## src/serial_port_pin_mux_pkg.sv

```systemverilog
// constants for the serial port pin multiplexer
package serial_port_pin_mux_pkg;
    localparam int unsigned ADDR_W   = 16;
    localparam int unsigned DATA_W   = 32;
    localparam int unsigned IDX_W    = 14;
    // register indices; byte address is four times the index
    localparam logic [IDX_W-1:0] MODE_CTRL_IDX = 14'h2015;
    localparam logic [IDX_W-1:0] CORE_SYS_IDX  = 14'h3fff;
    localparam logic [IDX_W-1:0] PIN_SEL_IDX   = 14'h2049;
    localparam logic [IDX_W-1:0] RX_GPIO_IDX   = 14'h2050;
    // register widths
    localparam int unsigned MODE_W   = 9;
    localparam int unsigned SYS_W    = 16;
    localparam int unsigned PSEL_W   = 8;
    localparam int unsigned GPIO_W   = 4;
    // reset values
    localparam logic [MODE_W-1:0] MODE_RST = 9'h000;
    localparam logic [SYS_W-1:0]  SYS_RST  = 16'h0000;
    localparam logic [PSEL_W-1:0] PSEL_RST = 8'h00;
    localparam logic [GPIO_W-1:0] GPIO_RST = 4'h0;
    // field positions
    localparam int unsigned RX_SEL_BIT   = 4;
    localparam int unsigned UART_BIT     = 5;
    localparam int unsigned ALT_BIT      = 10;
    localparam int unsigned SCLK_PIO_BIT = 3;
    // receive gpio register: drive values [1:0], enables [3:2]
    localparam int unsigned GPIO_OUT_A   = 0;
    localparam int unsigned GPIO_OUT_B   = 1;
    localparam int unsigned GPIO_EN_A    = 2;
    localparam int unsigned GPIO_EN_B    = 3;
    localparam int unsigned GPIO_LVL_LSB = 4;
    // synchroniser lanes
    localparam int unsigned SYNC_W       = 5;
    localparam int unsigned S_RX_A       = 0;
    localparam int unsigned S_RX_B       = 1;
    localparam int unsigned S_RFS        = 2;
    localparam int unsigned S_TFS        = 3;
    localparam int unsigned S_SCLK       = 4;
endpackage : serial_port_pin_mux_pkg

```

## src/pin_sync_if.sv

```systemverilog
// raw pin levels and their synchronised copies
`timescale 1ns/1ns
interface pin_sync_if #(parameter int unsigned W = 1);
    logic [W-1:0] raw;
    logic [W-1:0] sync;
    modport sync_side (input raw, output sync);
    modport user_side (output raw, input sync);
endinterface : pin_sync_if

```

## src/pin_sync_bank.sv

```systemverilog
// two flip-flop synchronisers, one per pin lane
`timescale 1ns/1ns
module pin_sync_bank #(
    parameter int unsigned W = 1
) (
    input  wire logic         pclk,
    input  wire logic         presetn,
    pin_sync_if.sync_side     pins
);
    for (genvar i = 0; i < W; i++) begin : g_lane
        logic meta_q;
        logic meta_d;
        logic sync_q;
        logic sync_d;
        always_comb begin
            meta_d = pins.raw[i];
            sync_d = meta_q;
        end
        always_ff @(posedge pclk or negedge presetn) begin
            if (!presetn) begin
                meta_q <= 1'b0;
                sync_q <= 1'b0;
            end else begin
                meta_q <= meta_d;
                sync_q <= sync_d;
            end
        end
        assign pins.sync[i] = sync_q;
    end
endmodule : pin_sync_bank

```

## src/serial_port_pin_mux.sv

```systemverilog
// pin multiplexer around the first serial port, with apb registers
//
// Overview of operation
// - receive-select bit picks second receive pin when set, first when clear
// - uart-mode bit joins internal receive data to receive frame sync
// - uart-mode bit drives core flag output one onto shared frame sync pin
// - one core system control bit selects the alternate pin configuration
// - alternate mode: selected receive pin is flag input, transmit is flag out
// - alternate mode: frame sync pins become core interrupts zero and one
// - serial clock pin keeps serving the serial port in alternate mode
// - unselected receive pin works as an ordinary general-purpose line
`timescale 1ns/1ns
module serial_port_pin_mux
    import serial_port_pin_mux_pkg::*;
(
    input  wire logic                       pclk,
    input  wire logic                       presetn,
    input  wire logic [serial_port_pin_mux_pkg::ADDR_W-1:0] paddr,
    input  wire logic                       psel,
    input  wire logic                       penable,
    input  wire logic                       pwrite,
    input  wire logic [serial_port_pin_mux_pkg::DATA_W-1:0] pwdata,
    output logic [serial_port_pin_mux_pkg::DATA_W-1:0]      prdata,
    output logic                            pready,
    output logic                            pslverr,
    input  wire logic                       first_rx_in,
    output logic                            first_rx_out,
    output logic                            first_rx_oe_n,
    input  wire logic                       second_rx_in,
    output logic                            second_rx_out,
    output logic                            second_rx_oe_n,
    input  wire logic                       frame_sync_in,
    output logic                            frame_sync_out,
    output logic                            frame_sync_oe_n,
    input  wire logic                       tx_frame_sync_in,
    input  wire logic                       serial_clock_in,
    output logic                            transmit_data_out,
    input  wire logic                       sp_tx_data,
    input  wire logic                       core_flag_one,
    input  wire logic                       core_flag_out,
    output logic                            sp_rx_data,
    output logic                            sp_rx_frame_sync,
    output logic                            sp_tx_frame_sync,
    output logic                            sp_sclk_rise,
    output logic                            sp_sclk_fall,
    output logic                            flag_input,
    output logic                            core_core_interrupt_zero_n,
    output logic                            core_core_interrupt_one_n
);
    import serial_port_pin_mux_pkg::*;

    pin_sync_if #(.W(SYNC_W)) pins ();

    pin_sync_bank #(.W(SYNC_W)) u_sync (
        .pclk    (pclk),
        .presetn (presetn),
        .pins    (pins.sync_side)
    );

    assign pins.raw = {serial_clock_in, tx_frame_sync_in, frame_sync_in,
                       second_rx_in, first_rx_in};

    // register state
    logic [MODE_W-1:0] mode_q,  mode_d;
    logic [SYS_W-1:0]  sys_q,   sys_d;
    logic [PSEL_W-1:0] psel_q,  psel_d;
    logic [GPIO_W-1:0] gpio_q,  gpio_d;
    logic [DATA_W-1:0] rdata_q, rdata_d;
    logic              ready_q, ready_d;
    logic              err_q,   err_d;

    logic [IDX_W-1:0]  idx_w;
    logic              hit_w;
    logic              wr_w;
    logic              wr_sys_w;
    logic              alt_wr_w;

    assign idx_w    = paddr[ADDR_W-1:2];
    assign hit_w    = (idx_w == MODE_CTRL_IDX) || (idx_w == CORE_SYS_IDX) ||
                      (idx_w == PIN_SEL_IDX) || (idx_w == RX_GPIO_IDX);
    // writes land in the access cycle in which pready is high
    assign wr_w     = psel && penable && pwrite && ready_q && hit_w;
    assign wr_sys_w = wr_w && (idx_w == CORE_SYS_IDX);
    assign alt_wr_w = pwdata[ALT_BIT];

    always_comb begin
        mode_d  = mode_q;
        sys_d   = sys_q;
        psel_d  = psel_q;
        gpio_d  = gpio_q;
        rdata_d = rdata_q;
        // answer one cycle after setup, so access phase has no wait
        ready_d = psel && !penable;
        err_d   = psel && !penable && !hit_w;
        if (psel && !penable) begin
            rdata_d = '0;
            if (!pwrite) begin
                case (idx_w)
                    MODE_CTRL_IDX: rdata_d[MODE_W-1:0] = mode_q;
                    CORE_SYS_IDX:  rdata_d[SYS_W-1:0]  = sys_q;
                    PIN_SEL_IDX:   rdata_d[PSEL_W-1:0] = psel_q;
                    RX_GPIO_IDX: begin
                        rdata_d[GPIO_W-1:0] = gpio_q;
                        rdata_d[GPIO_LVL_LSB+1:GPIO_LVL_LSB] =
                            {pins.sync[S_RX_B], pins.sync[S_RX_A]};
                    end
                    default:       rdata_d = '0;
                endcase
            end
        end
        if (wr_w) begin
            case (idx_w)
                MODE_CTRL_IDX: mode_d = pwdata[MODE_W-1:0];
                CORE_SYS_IDX:  sys_d  = pwdata[SYS_W-1:0];
                PIN_SEL_IDX:   psel_d = pwdata[PSEL_W-1:0];
                RX_GPIO_IDX:   gpio_d = pwdata[GPIO_W-1:0];
                default:       mode_d = mode_q;
            endcase
        end
    end

    always_ff @(posedge pclk or negedge presetn) begin
        if (!presetn) begin
            mode_q  <= MODE_RST;
            sys_q   <= SYS_RST;
            psel_q  <= PSEL_RST;
            gpio_q  <= GPIO_RST;
            rdata_q <= '0;
            ready_q <= 1'b0;
            err_q   <= 1'b0;
        end else begin
            mode_q  <= mode_d;
            sys_q   <= sys_d;
            psel_q  <= psel_d;
            gpio_q  <= gpio_d;
            rdata_q <= rdata_d;
            ready_q <= ready_d;
            err_q   <= err_d;
        end
    end

    assign prdata  = rdata_q;
    assign pready  = ready_q;
    assign pslverr = err_q;

    // pin multiplexing
    logic rx_sel_w, uart_w, alt_w, sclk_ext_w, rx_pick_w;
    assign rx_sel_w   = mode_q[RX_SEL_BIT];
    assign uart_w     = mode_q[UART_BIT];
    assign alt_w      = sys_q[ALT_BIT];
    assign sclk_ext_w = !psel_q[SCLK_PIO_BIT];
    assign rx_pick_w  = rx_sel_w ? pins.sync[S_RX_B]
                                 : pins.sync[S_RX_A];

    logic sclk_prev_q, sclk_prev_d;
    logic rx_q, rx_d, rfs_q, rfs_d, tfs_q, tfs_d;
    logic rise_q, rise_d, fall_q, fall_d;
    logic fi_q, fi_d, core_interrupt_zero_q, core_interrupt_zero_d, core_interrupt_one_q, core_interrupt_one_d;
    logic txo_q, txo_d, fso_q, fso_d, fsoe_q, fsoe_d;
    logic ao_q, ao_d, aoe_q, aoe_d, bo_q, bo_d, boe_q, boe_d;

    always_comb begin
        sclk_prev_d = pins.sync[S_SCLK];
        // clock edges reach the port in both configurations
        rise_d = sclk_ext_w && pins.sync[S_SCLK] && !sclk_prev_q;
        fall_d = sclk_ext_w && !pins.sync[S_SCLK] && sclk_prev_q;
        rx_d   = alt_w ? 1'b0 : rx_pick_w;
        rfs_d  = alt_w ? 1'b0
               : (uart_w ? rx_pick_w : pins.sync[S_RFS]);
        tfs_d  = alt_w ? 1'b0 : pins.sync[S_TFS];
        fi_d   = alt_w ? rx_pick_w : 1'b0;
        txo_d  = alt_w ? core_flag_out : sp_tx_data;
        core_interrupt_zero_d = alt_w ? pins.sync[S_RFS] : 1'b1;
        core_interrupt_one_d = alt_w ? pins.sync[S_TFS] : 1'b1;
        fso_d  = uart_w ? core_flag_one : 1'b0;
        fsoe_d = !uart_w;
        // only the receive pin not feeding the port may drive
        ao_d   = gpio_q[GPIO_OUT_A];
        bo_d   = gpio_q[GPIO_OUT_B];
        aoe_d  = !(rx_sel_w && gpio_q[GPIO_EN_A]);
        boe_d  = !(!rx_sel_w && gpio_q[GPIO_EN_B]);
    end

    always_ff @(posedge pclk or negedge presetn) begin
        if (!presetn) begin
            sclk_prev_q <= 1'b0;
            rx_q   <= 1'b0;
            rfs_q  <= 1'b0;
            tfs_q  <= 1'b0;
            rise_q <= 1'b0;
            fall_q <= 1'b0;
            fi_q   <= 1'b0;
            txo_q  <= 1'b0;
            core_interrupt_zero_q <= 1'b1;
            core_interrupt_one_q <= 1'b1;
            fso_q  <= 1'b0;
            fsoe_q <= 1'b1;
            ao_q   <= 1'b0;
            bo_q   <= 1'b0;
            aoe_q  <= 1'b1;
            boe_q  <= 1'b1;
        end else begin
            sclk_prev_q <= sclk_prev_d;
            rx_q   <= rx_d;
            rfs_q  <= rfs_d;
            tfs_q  <= tfs_d;
            rise_q <= rise_d;
            fall_q <= fall_d;
            fi_q   <= fi_d;
            txo_q  <= txo_d;
            core_interrupt_zero_q <= core_interrupt_zero_d;
            core_interrupt_one_q <= core_interrupt_one_d;
            fso_q  <= fso_d;
            fsoe_q <= fsoe_d;
            ao_q   <= ao_d;
            bo_q   <= bo_d;
            aoe_q  <= aoe_d;
            boe_q  <= boe_d;
        end
    end

    assign sp_rx_data        = rx_q;
    assign sp_rx_frame_sync  = rfs_q;
    assign sp_tx_frame_sync  = tfs_q;
    assign sp_sclk_rise      = rise_q;
    assign sp_sclk_fall      = fall_q;
    assign flag_input        = fi_q;
    assign transmit_data_out = txo_q;
    assign core_core_interrupt_zero_n       = core_interrupt_zero_q;
    assign core_core_interrupt_one_n       = core_interrupt_one_q;
    assign frame_sync_out    = fso_q;
    assign frame_sync_oe_n   = fsoe_q;
    assign first_rx_out      = ao_q;
    assign first_rx_oe_n     = aoe_q;
    assign second_rx_out     = bo_q;
    assign second_rx_oe_n    = boe_q;
endmodule : serial_port_pin_mux

```

## config.mk

```make
export PLATFORM = sky130hd
export DESIGN_NAME = serial_port_pin_mux
export DESIGN_NICKNAME = d
export VERILOG_FILES = /design/src/serial_port_pin_mux_pkg.sv /design/src/pin_sync_if.sv /design/src/pin_sync_bank.sv /design/src/serial_port_pin_mux.sv
export SDC_FILE = /design/constraint.sdc
export NUM_CORES = 1
export LEC_CHECK = 0
export BUFFER_PORTS_ARGS = -buffer_cell sky130_fd_sc_hd__buf_2
export CAP_MARGIN = 20
export CORE_MARGIN = 2
export CORE_UTILIZATION = 50
export DETAILED_ROUTE_END_ITERATION = 6
export GPL_ROUTABILITY_DRIVEN = 0
export PLACE_DENSITY = 0.8
export SLEW_MARGIN = 30
export SYNTH_ARGS = -nofsm -noshare
export SYNTH_HDL_FRONTEND = slang
export SYNTH_SLANG_ARGS = --single-unit
```

## constraint.sdc

```tcl
create_clock -name pclk -period 2.45 [get_ports pclk]
set_clock_uncertainty 0.1 [all_clocks]
set_input_delay 0.49 -clock pclk [delete_from_list [all_inputs] [get_ports pclk]]
set_output_delay 0.49 -clock pclk [all_outputs]
set_load 0.05 [all_outputs]
```

* After elaboration in Yosys (flattened, before gate mapping) *
Cells that the tools add are included.
W data, S select, Z words.

storage, ports and cells
  register bits = 97
  logic and storage cells = 80
  output and inout port bits = 49

cells by class
  equal/unequal tests = 4
  multiplexer cells = 15
  reduce and logical (&&, ||, !) cells = 28

operators by type and width
  kind                    number
  $eq A14 B14 Y1 const B  4
  $pmux W6 S4             1
  $mux W16                1
  $logic_and A1 B1 Y1     12
  $mux W1                 10
  $logic_not A1 Y1        9
  $reduce_and A2 Y1       4
  $mux W7                 1
  $pmux W2 S3             1
  $logic_or A1 B1 Y1      3
  $pmux W1 S2             1

* Logic depth before layout (Yosys ltp) *
Gate-level depths: netlist (run 1).

  word-level depth = 6
  mapped depth = 6
  mapped depth without buffers = 5

* By module *
A second synthesis (run 1) with hierarchy kept.

unflattened totals
  cells, all modules = 239
  area, all modules = 3303.2 um2

by module, submodules not included
  module               instances  cells each  area each (um2)
  serial_port_pin_mux  1          224         3015.4
  pin_sync_bank        1          15          287.8

* Worst setup path after synthesis (run 1) *
OpenSTA, ideal clock, no wires.

  path type = input to register
  start point = input port paddr[12] in the netlist's numbering
  end point = register mode_q[0]
  setup time = 125 ps
  cell stages on the path = 5
  path slack = -71 ps
  arrival = 2296 ps
  path buffers = 1
  path through = or4b_4 or2_1 buf_2 nor4_4 mux2_2

between the ends
  word-level cells in the longest chain between the ends = 6
  elaborated cells between the ends (all ways) = 9

ends and longest elaborated chain
  item                               line                                                   RTL
  start: declaration                 serial_port_pin_mux.sv:18                              input wire logic [serial_port_pin_mux_pkg::ADDR_W-1:0] paddr,
  $eq A14 B14 Y1 (on tied branches)  serial_port_pin_mux.sv:79, serial_port_pin_mux.sv:112
  $logic_or A1 B1 Y1 (2 in a row)    serial_port_pin_mux.sv:79                              assign hit_w = (idx_w == MODE_CTRL_IDX) || (idx_w == CORE_SYS_IDX) ||
  $logic_or A1 B1 Y1                 serial_port_pin_mux.sv:80                              (idx_w == PIN_SEL_IDX) || (idx_w == RX_GPIO_IDX);
  $logic_and A1 B1 Y1                serial_port_pin_mux.sv:82                              assign wr_w = psel && penable && pwrite && ready_q && hit_w;
  $reduce_and A2 Y1 (no line) (*)    n/a
  end signal: assignment             serial_port_pin_mux.sv:132                             mode_q <= mode_d;
  end: declaration                   serial_port_pin_mux.sv:64                              logic [MODE_W-1:0] mode_q, mode_d;

Every way passes the cells marked *; elsewhere a longest branch is shown, timed or not.
A chain may end at the register's enable or synchronous reset.

* Final worst setup path (run 1) *
  start point = input port paddr[12] in the netlist's numbering
  end point = register mode_q[3]

Same word-level chain as after synthesis.

==> results.toml, run 1 <==
[status]
status = "finished, final reports clean"

[clock_tree]
ctsRootBufferMaster = "clkbuf_8"
cts_setup_buffers = 0
postCtsHoldBufs = 0
cts_max_level = 3
clkTransAtPathRegs_ns = 0.09
clock_sinks = 81
numCtsBuffers = 9
cts_resized = 0
clk_latency_ns = 0.35
clock_path_buffers = 2
cts_tree = "yes"

[timing]
period_minus_slack_ns = 2.17
setup_tns_ns = 0
rsz0062_at_grt = "no"
slew_headroom = 0.639
max_freq_mhz = 462
setup_ws_ns = 0.284
worst_pin_slew_ns = 0.541
hold_viol = 0
setup_viol_count_final = 0
slew_violations = 0
period_share = 0.884

[global_routing]
antenna_found_initial = 0
grt_pass1_wl_mm = 10.9
grt_pass1_vias = 2249
grt_usage = 0.200
grt_overflow = 0
grt_max_degree = 43

[setup_path]
cpPeakStageDelay_ns = 0.53
cp_cell_sequence = "buf_2 -> or4b_4 -> or2_1 -> nor4_4 -> buf_4 -> mux2_2"
timing.rr.start = "pready"
worstSetupEndpoint = "mode_q[3]"
rrSetupSlack_ns = 0.71
required_ns = 2.57
slowest_stage = "or4b_4"
cp-start-kind = "input pin"
cp_max_fo = 10
critPathKind = "in -> reg"
reg2reg_to = "sys_q[2]"
crit_arrival_ns = 2.29
end_kind = "register"
rr_worst_depth = 4
startpoint = "paddr[12]"

[route]
routed_wl_mm = 6.54
wl_per_cell_um = 16.1
drc = 0
drt_iter0_markers = 97
drt_pass1_iterations = 5
ant_nets = 0
vias = 2124
viasPerCell = 5.23

[synth]
yosysMostFrequentCell = "dfrtp_1"
synthesis.area_um2 = 3200
synth-compound-area-share = 0.0910
ys_types = 35
synth_flop_cell = "dfrtp_1"
yosys-mux-area-fraction = 0.133
async_reset_ff_frac = 1.00
ys.warnings.count = 0
synth_top_area_frac = 0.594
synth_adder_area_share = 0
synth_top_family_by_area = "multiplexers"
ys_top_cells_by_area = "dfrtp_1 (59%), mux2_2 (13%), a22o_1 (5.2%)"
synth_xor_area_frac = 0
synth_edf_count = 0
syn_inst = 228
yosys.area_share.simple = 0.0914
yosys-top-cells-count = "dfrtp_1 (76), mux2_2 (37), a22o_1 (19)"
yosysSeqAreaShare = 0.635
synth_seq_cells = 81
syn_avg_cell_area_um2 = 14.1
synth_top_area_cell = "dfrtp_1"

[finish]
diodes = 0
n_fill_cell = 473
drive_gt1_frac = 0.480
utilization = 0.633
fin_nets = 385
final_area_um2 = 3970
layout-area-overhead-vs-synth_pct = 24.0

[power_and_ir_drop]
switchingPower_mw = 0.627
p_total_mw = 2.66
p_comb_frac = 0.072
vdd_drop_max_mv = 0.471
seqPwrFrac = 0.510
p_sw_frac = 0.235
powerDensity_nw_per_um2 = 671
internal-power_mw = 2.04
p_leak_nw = 2.03
pwr-share-clk = 0.418

[die]
die_area_um2 = 7070
die_h_um = 84.1
start_util = 0.510
die_w_um = 84.1
core_um2 = 6280
boundaryPins = 110
num_rows = 29

[min_path]
hold_path_class = "in -> async"

[place]
post-place-ws_ns = -0.0671
port_buffers = 75
hpwl_mm = 4.78
dpl_cell_area_um2 = 3740

[run]
maxCapViolCount = 0
worst min-delay path by stage:
stage                                  startpoint  cells past startpoint                       to
after floorplan                           presetn                      0             first_rx_out
after global placement    u_sync.g_lane[4].meta_q                      0  u_sync.g_lane[4].sync_q
after detailed placement  u_sync.g_lane[0].meta_q                      0  u_sync.g_lane[0].sync_q
after CTS                                 presetn                      1               flag_input
after global routing                      presetn                      1                prdata[5]
final                                     presetn                      1        transmit_data_out
cell families after synthesis:
family                 count (synthesis)
DFF                                   81
and+or+nand+nor                       48
muxes                                 38
AOI/OAI and AO/OA                     35
buffers and inverters                 25
other                                  1
power groups by stage:
stage	combinational, mW	clock, mW	sequential [mW]
after floorplan	0.0944	0	1.41
after global placement	0.189	0	1.38
after detailed placement	0.193	0	1.38
after CTS	0.193	1.13	1.36
after global routing	0.207	1.19	1.36
final	0.192	1.11	1.36
layer usage:
layer,vias up,track usage,wire length (um)
met2,64,0.330,3360
li1,993,-,-
met5,-,0,0
met3,7,0.0514,328
met4,0,0.0718,95
met1,1060,0.254,2760
layout by cell type (no fill, tap or decap), types with 2 or more instances in the layout:
cell type,netlist,layout
nor4_2,1,2
nand3_1,2,2
inv_1,3,3
or3_1,2,2
nor3b_1,2,2
nor2b_1,2,2
dfrtp_1,76,76
a221o_1,4,4
a222oi_1,4,4
bufinv_16,0,2
nand2b_1,4,4
nor3_1,3,3
buf_4,16,17
a22o_1,19,19
o21ai_0,5,5
nor2_1,10,10
mux2_2,37,37
dfstp_2,5,5
nand4_1,4,4
conb_1,1,16
nand2_1,8,8
clkbuf_8,0,11
buf_2,2,74
per-stage QoR:
| stage | std cells | hold slack [ns] |
|---|---|---|
| 6_report | 406 | 0.0207 |
| 5_1_grt | 406 | 0.0555 |
| 4_1_cts | 406 | 0.0249 |
| 3_5_place_dp | 390 | 0.235 |
| 3_3_place_gp | 390 | 0.232 |
| 2_1_floorplan | 243 | 0.0944 |
cell type report:
cell class / count / area (um^2) / share of cell area
Tap cell: 77 / 96.3 / 0.0243
Multi-Input combinational cell: 137 / 1080 / 0.271
Inverter: 3 / 11.3 / 0.00283
Clock inverter: 5 / 85.1 / 0.0214
Timing Repair Buffer: 92 / 518 / 0.130
Sequential cell: 81 / 2030 / 0.512
Clock buffer: 11 / 151 / 0.0381
state kept, by name, summed over array words and instances, names as in the netlist, 4 cells and up:
signal	count
sys_q	16
u_sync.g_lane.sync_q	5
prdata	16
u_sync.g_lane.meta_q	5
gpio_q	4
psel_q	8
mode_q	9
worst max-delay path: cells and delay by family:
| family | cells | cell delay (ns) |
|---|---|---|
| mux | 1 | 0.35 |
| simple gates | 3 | 1.11 |
| buf+inv | 2 | 0.33 |
(Power assumes the default switching activity.)
==> run 2: changes to the inputs <==
==> constraint.sdc (replaced) <==
create_clock -name pclk -period 2.5 [get_ports pclk]
set_clock_uncertainty 0.1 [all_clocks]
set_input_delay 0.5 -clock pclk [delete_from_list [all_inputs] [get_ports pclk]]
set_output_delay 0.5 -clock pclk [all_outputs]
set_load 0.05 [all_outputs]
==> run 2 against run 1 <==
  * Hold slack improved by 0.020 ns
  * Sequential power about the same
  * Count of clock-buffer cells in the layout unchanged
  * Combinational power shrank 2%
  * First-iteration DRC count grew 6.2%
  * Critical endpoint is now mode_q[0]
  * Largest power group unchanged
==> results.toml, run 2 (synthesis gave the netlist of run 1 again) <==
[timing]
period_minus_slack_ns = 2.18
setup_viol_count_final = 0
holdWs_ns = 0.0406
rsz0062_at_grt = "no"
slew_headroom = 0.634
max_freq_mhz = 458
slew_violations = 0
period_share = 0.874
hold_viol = 0
worst_pin_slew_ns = 0.548

[clock_tree]
cts_setup_buffers = 0
clkTransAtPathRegs_ns = 0.08
clock_sinks = 81
cts_tree = "yes"
clock_path_buffers = 2
postCtsHoldBufs = 0
cts_resized = 0
ctsRootBufferMaster = "clkbuf_8"
numCtsBuffers = 9
cts_max_level = 3
clk_latency_ns = 0.34

[route]
drc = 0
vias = 2208
wl_per_cell_um = 16.6
drt_iter0_markers = 103
ant_nets = 0
routed_wl_mm = 6.71
viasPerCell = 5.45
drt_pass1_iterations = 4

[setup_path]
critPathKind = "in -> reg"
crit_arrival_ns = 2.31
cpPeakStageDelay_ns = 0.53
required_ns = 2.62
end_kind = "register"
cp-start-kind = "input pin"
rrSetupSlack_ns = 0.79
timing.rr.start = "pready"
reg2reg_to = "sys_q[1]"
rr_worst_depth = 4
slowest_stage = "or4b_4"
cp_max_fo = 10
cp_cell_sequence = "buf_2 -> or4b_4 -> or2_1 -> nor4_4 -> buf_4 -> mux2_2"

[power_and_ir_drop]
p_leak_nw = 2.01
vdd_drop_max_mv = 0.267
powerDensity_nw_per_um2 = 627

[global_routing]
grt_usage = 0.197
grt_max_degree = 43
antenna_found_initial = 0
grt_pass1_vias = 2238
grt_pass1_wl_mm = 10.8
grt_overflow = 0

[place]
port_buffers = 75
hpwl_mm = 4.71
dpl_cell_area_um2 = 3730

[die]
die_h_um = 84.1
die_area_um2 = 7070
die_w_um = 84.1
boundaryPins = 110
core_um2 = 6280
start_util = 0.510
num_rows = 29

[min_path]
hold_path_class = "in -> async"

[finish]
fin_nets = 384
layout_common_cells = "dfrtp_1 (76), buf_2 (74), mux2_2 (37)"
layout-area-overhead-vs-synth_pct = 22.5
drive_gt1_frac = 0.476
layout_commonest_cell = "dfrtp_1"
diodes = 0
final_area_um2 = 3920

[run]
maxCapViolCount = 0

[status]
status = "finished, final reports clean"
==> run 2: how the worst max path moves through the flow <==
stage	from	endpoint	slack [ns]	depth (start not counted)
global route	paddr[12]	mode_q[0]	0.27	6
floorplan	paddr[12]	mode_q[0]	0.03	5
finish	paddr[12]	mode_q[0]	0.32	6
CTS	paddr[12]	mode_q[0]	0.32	6
global placement	paddr[12]	mode_q[0]	0.009	6
detailed placement	paddr[12]	mode_q[0]	-0.03	6
==> run 2: layout make-up <==
| type | count | area [um^2] |
|---|---|---|
| multi-input cells | 137 | 1080 |
| fillers | 488 | 2350 |
| well taps | 77 | 96.3 |
| clock inverters | 5 | 53.8 |
| repair buffers | 91 | 510 |
| clock buffers | 11 | 141 |
| flip-flops and latches | 81 | 2030 |
| inverters | 3 | 11.3 |
==> run 2: per-layer routing <==
layer | share of wire | global-route usage | vias to the layer above
met2 | 0.51 | 0.316 | 87
li1 | - | - | 996
met1 | 0.42 | 0.256 | 1115
met3 | 0.056 | 0.0485 | 10
met5 | 0 | 0 | -
met4 | 0.015 | 0.0850 | 0
==> run 2: critical path: cells and delay by family <==
family | cells | cell delay, ns
simple gates | 3 | 1.11
buf+inv | 2 | 0.34
mux | 1 | 0.36
==> run 2: power breakdown <==
part           switching [mW]  leakage (nW)  total, mW  internal [mW]
Combinational           0.143         0.837      0.188         0.0445
Clock                   0.452         0.103      0.940          0.488
Sequential            0.00536          1.07       1.33           1.33
==> run 2: stage by stage <==
step	power (mW)	util	std cells	setup WS [ns]	setup TNS [ns]
finish	2.46	0.625	405	0.316	0
global route	2.55	0.625	405	0.270	0
CTS	2.47	0.625	405	0.323	0
detailed placement	1.54	0.594	389	-0.0316	-0.143
global placement	1.54	0.594	389	0.00905	0
floorplan	1.48	-	243	0.0306	0
==> run 3: changes to the inputs <==
--- a/config.mk
+++ b/config.mk
@@ -7,11 +7,13 @@
 export LEC_CHECK = 0
 export BUFFER_PORTS_ARGS = -buffer_cell sky130_fd_sc_hd__buf_2
 export CAP_MARGIN = 20
+export CELL_PAD_IN_SITES_DETAIL_PLACEMENT = 0
+export CELL_PAD_IN_SITES_GLOBAL_PLACEMENT = 2
 export CORE_MARGIN = 2
-export CORE_UTILIZATION = 50
+export CORE_UTILIZATION = 35
 export DETAILED_ROUTE_END_ITERATION = 6
 export GPL_ROUTABILITY_DRIVEN = 0
-export PLACE_DENSITY = 0.8
+export PLACE_DENSITY_LB_ADDON = 0.1
 export SLEW_MARGIN = 30
 export SYNTH_ARGS = -nofsm -noshare
 export SYNTH_HDL_FRONTEND = slang
==> constraint.sdc (replaced) <==
create_clock -name pclk -period 2.58 [get_ports pclk]
set_clock_uncertainty 0.1 [all_clocks]
set_input_delay 0.516 -clock pclk [delete_from_list [all_inputs] [get_ports pclk]]
set_output_delay 0.516 -clock pclk [all_outputs]
set_load 0.05 [all_outputs]
==> run 3 against run 2 <==
  * Power down 2.1%
  * Count of clock-buffer cells in the layout up 1
  * Register-to-register slack better by 0.05 ns
  * Setup slack better by 0.026 ns
  * Flip-flop and latch count unchanged
  * Final cell count up 7.9%
  * Routed wire length up 7.4%
  * Via count down 3.2%
  * Global-route usage down 4.4 points
  * First-iteration DRC count down 11%
  * Combinational power down 3%
==> results.toml, run 3 (synthesis gave the netlist of run 1 again) <==
[die]
num_rows = 34
die_area_um2 = 9940
boundaryPins = 110
core_um2 = 8810
die_w_um = 99.7
die_h_um = 99.7
start_util = 0.364

[place]
post-place-ws_ns = -0.00621
port_buffers = 75
place_inst = 421
hpwl_mm = 5.00

[setup_path]
critPathKind = "in -> reg"
cp.depth = 7
critPathBufInv = 3
cp_max_fo = 4
path_delay_family = "simple AND/OR/NAND/NOR gates"
reg2reg_to = "sys_q[1]"
timing.rr.start = "pready"
cp_cell_sequence = "buf_2 -> or4b_4 -> or2_1 -> buf_4 -> nor3_1 -> buf_4 -> mux2_2"
slowest_stage = "or4b_4"
cpPeakStageDelay_ns = 0.52
required_ns = 2.71
rrSetupSlack_ns = 0.84
rr_worst_depth = 4
cp-start-kind = "input pin"
worstSetupEndpoint = "gpio_q[1]"
crit_arrival_ns = 2.37
cpMostUsedCell = "buf_4"
startpoint = "paddr[12]"
end_kind = "register"

[timing]
max_freq_mhz = 447
period_minus_slack_ns = 2.24
setup_ws_ns = 0.342
slew_violations = 0
hold_viol = 0
setup_viol_count_final = 0
period_share = 0.867
holdWs_ns = 0.00619
rsz0062_at_grt = "no"

[clock_tree]
clkTransAtPathRegs_ns = 0.09
cts_max_level = 3
cts_tree = "yes"
clk_latency_ns = 0.35
postCtsHoldBufs = 0
cts_setup_buffers = 0
clock_sinks = 81
numCtsBuffers = 9
clock_path_buffers = 2
cts_resized = 0
ctsRootBufferMaster = "clkbuf_8"

[global_routing]
grt_overflow = 0
grt-busiest-layer = "met2"
grt.met3_usage = 0.0379
grt_pass1_wl_mm = 11.5
grt_use_met1 = 0.211
antenna_found_initial = 0
grt_max_degree = 51
grt_pass1_vias = 2197
grt_usage = 0.153
use_met2 = 0.240

[finish]
layout_commonest_cell = "dfrtp_1"
layout_common_cells = "dfrtp_1 (76), buf_2 (74), mux2_2 (37)"
instances_no_fill = 437
layout-area-overhead-vs-synth_pct = 24.8
fin_nets = 385
n_fill_cell = 856
drive_gt1_frac = 0.474
diodes = 0

[route]
viasPerCell = 4.89
routed_wl_mm = 7.21
wl_per_cell_um = 16.5
vias = 2137
drc = 0
drt_pass1_iterations = 4
drt_iter0_markers = 92
ant_nets = 0

[status]
status = "finished, final reports clean"

[power_and_ir_drop]
vdd_drop_max_mv = 0.265
p_leak_nw = 2.00
powerDensity_nw_per_um2 = 602

[min_path]
hold_path_class = "in -> async"

[run]
maxCapViolCount = 0
run 3: cell count changes in the layout (fill, tap and decap cells not counted), sizes merged:
cell,before,now
clkinvlp,0,3
clkbuf,11,12
clkinv,3,0
inv,4,3
buf,91,92
run 3: report_power, final:
part	internal [mW]	leakage, nW	total (mW)	switching [mW]
Combinational	0.0428	0.848	0.182	0.139
Sequential	1.28	1.07	1.29	0.00534
Clock	0.475	0.0888	0.935	0.461
run 3: how the worst min path moves through the flow:
stage                                    endpoint                     from  slack, ns
after floorplan                      first_rx_out                  presetn       0.12
final                           transmit_data_out                  presetn      0.006
after global placement    u_sync.g_lane[4].sync_q  u_sync.g_lane[4].meta_q       0.23
after detailed placement  u_sync.g_lane[1].sync_q  u_sync.g_lane[1].meta_q       0.24
after CTS                       transmit_data_out                  presetn       0.02
after global routing            transmit_data_out                  presetn       0.04
run 3: metal layers:
layer	vias up	part of all wire	routed length (um)
met5	-	0	0
met4	0	0.010	72
met3	7	0.042	305
met2	55	0.47	3400
met1	1086	0.48	3440
li1	989	-	-
run 3: metrics by stage:
step	power (mW)	util	instance area, um^2	setup TNS (ns)
finish	2.41	0.454	4000	0
global route	2.51	0.454	4000	0
floorplan	1.43	-	3260	0
detailed placement	1.50	0.432	3800	-0.00621
global placement	1.50	0.432	3800	-0.0483
CTS	2.45	0.454	4000	0
run 3: cell type report:
class                           count  area, um^2  area share
Clock buffer                       12         145      0.0363
Sequential cell                    81        2030       0.509
Timing Repair Buffer               92         543       0.136
Clock inverter                      4        52.6      0.0131
Tap cell                          108         135      0.0338
Inverter                            3        11.3     0.00282
Multi-Input combinational cell    137        1080       0.269
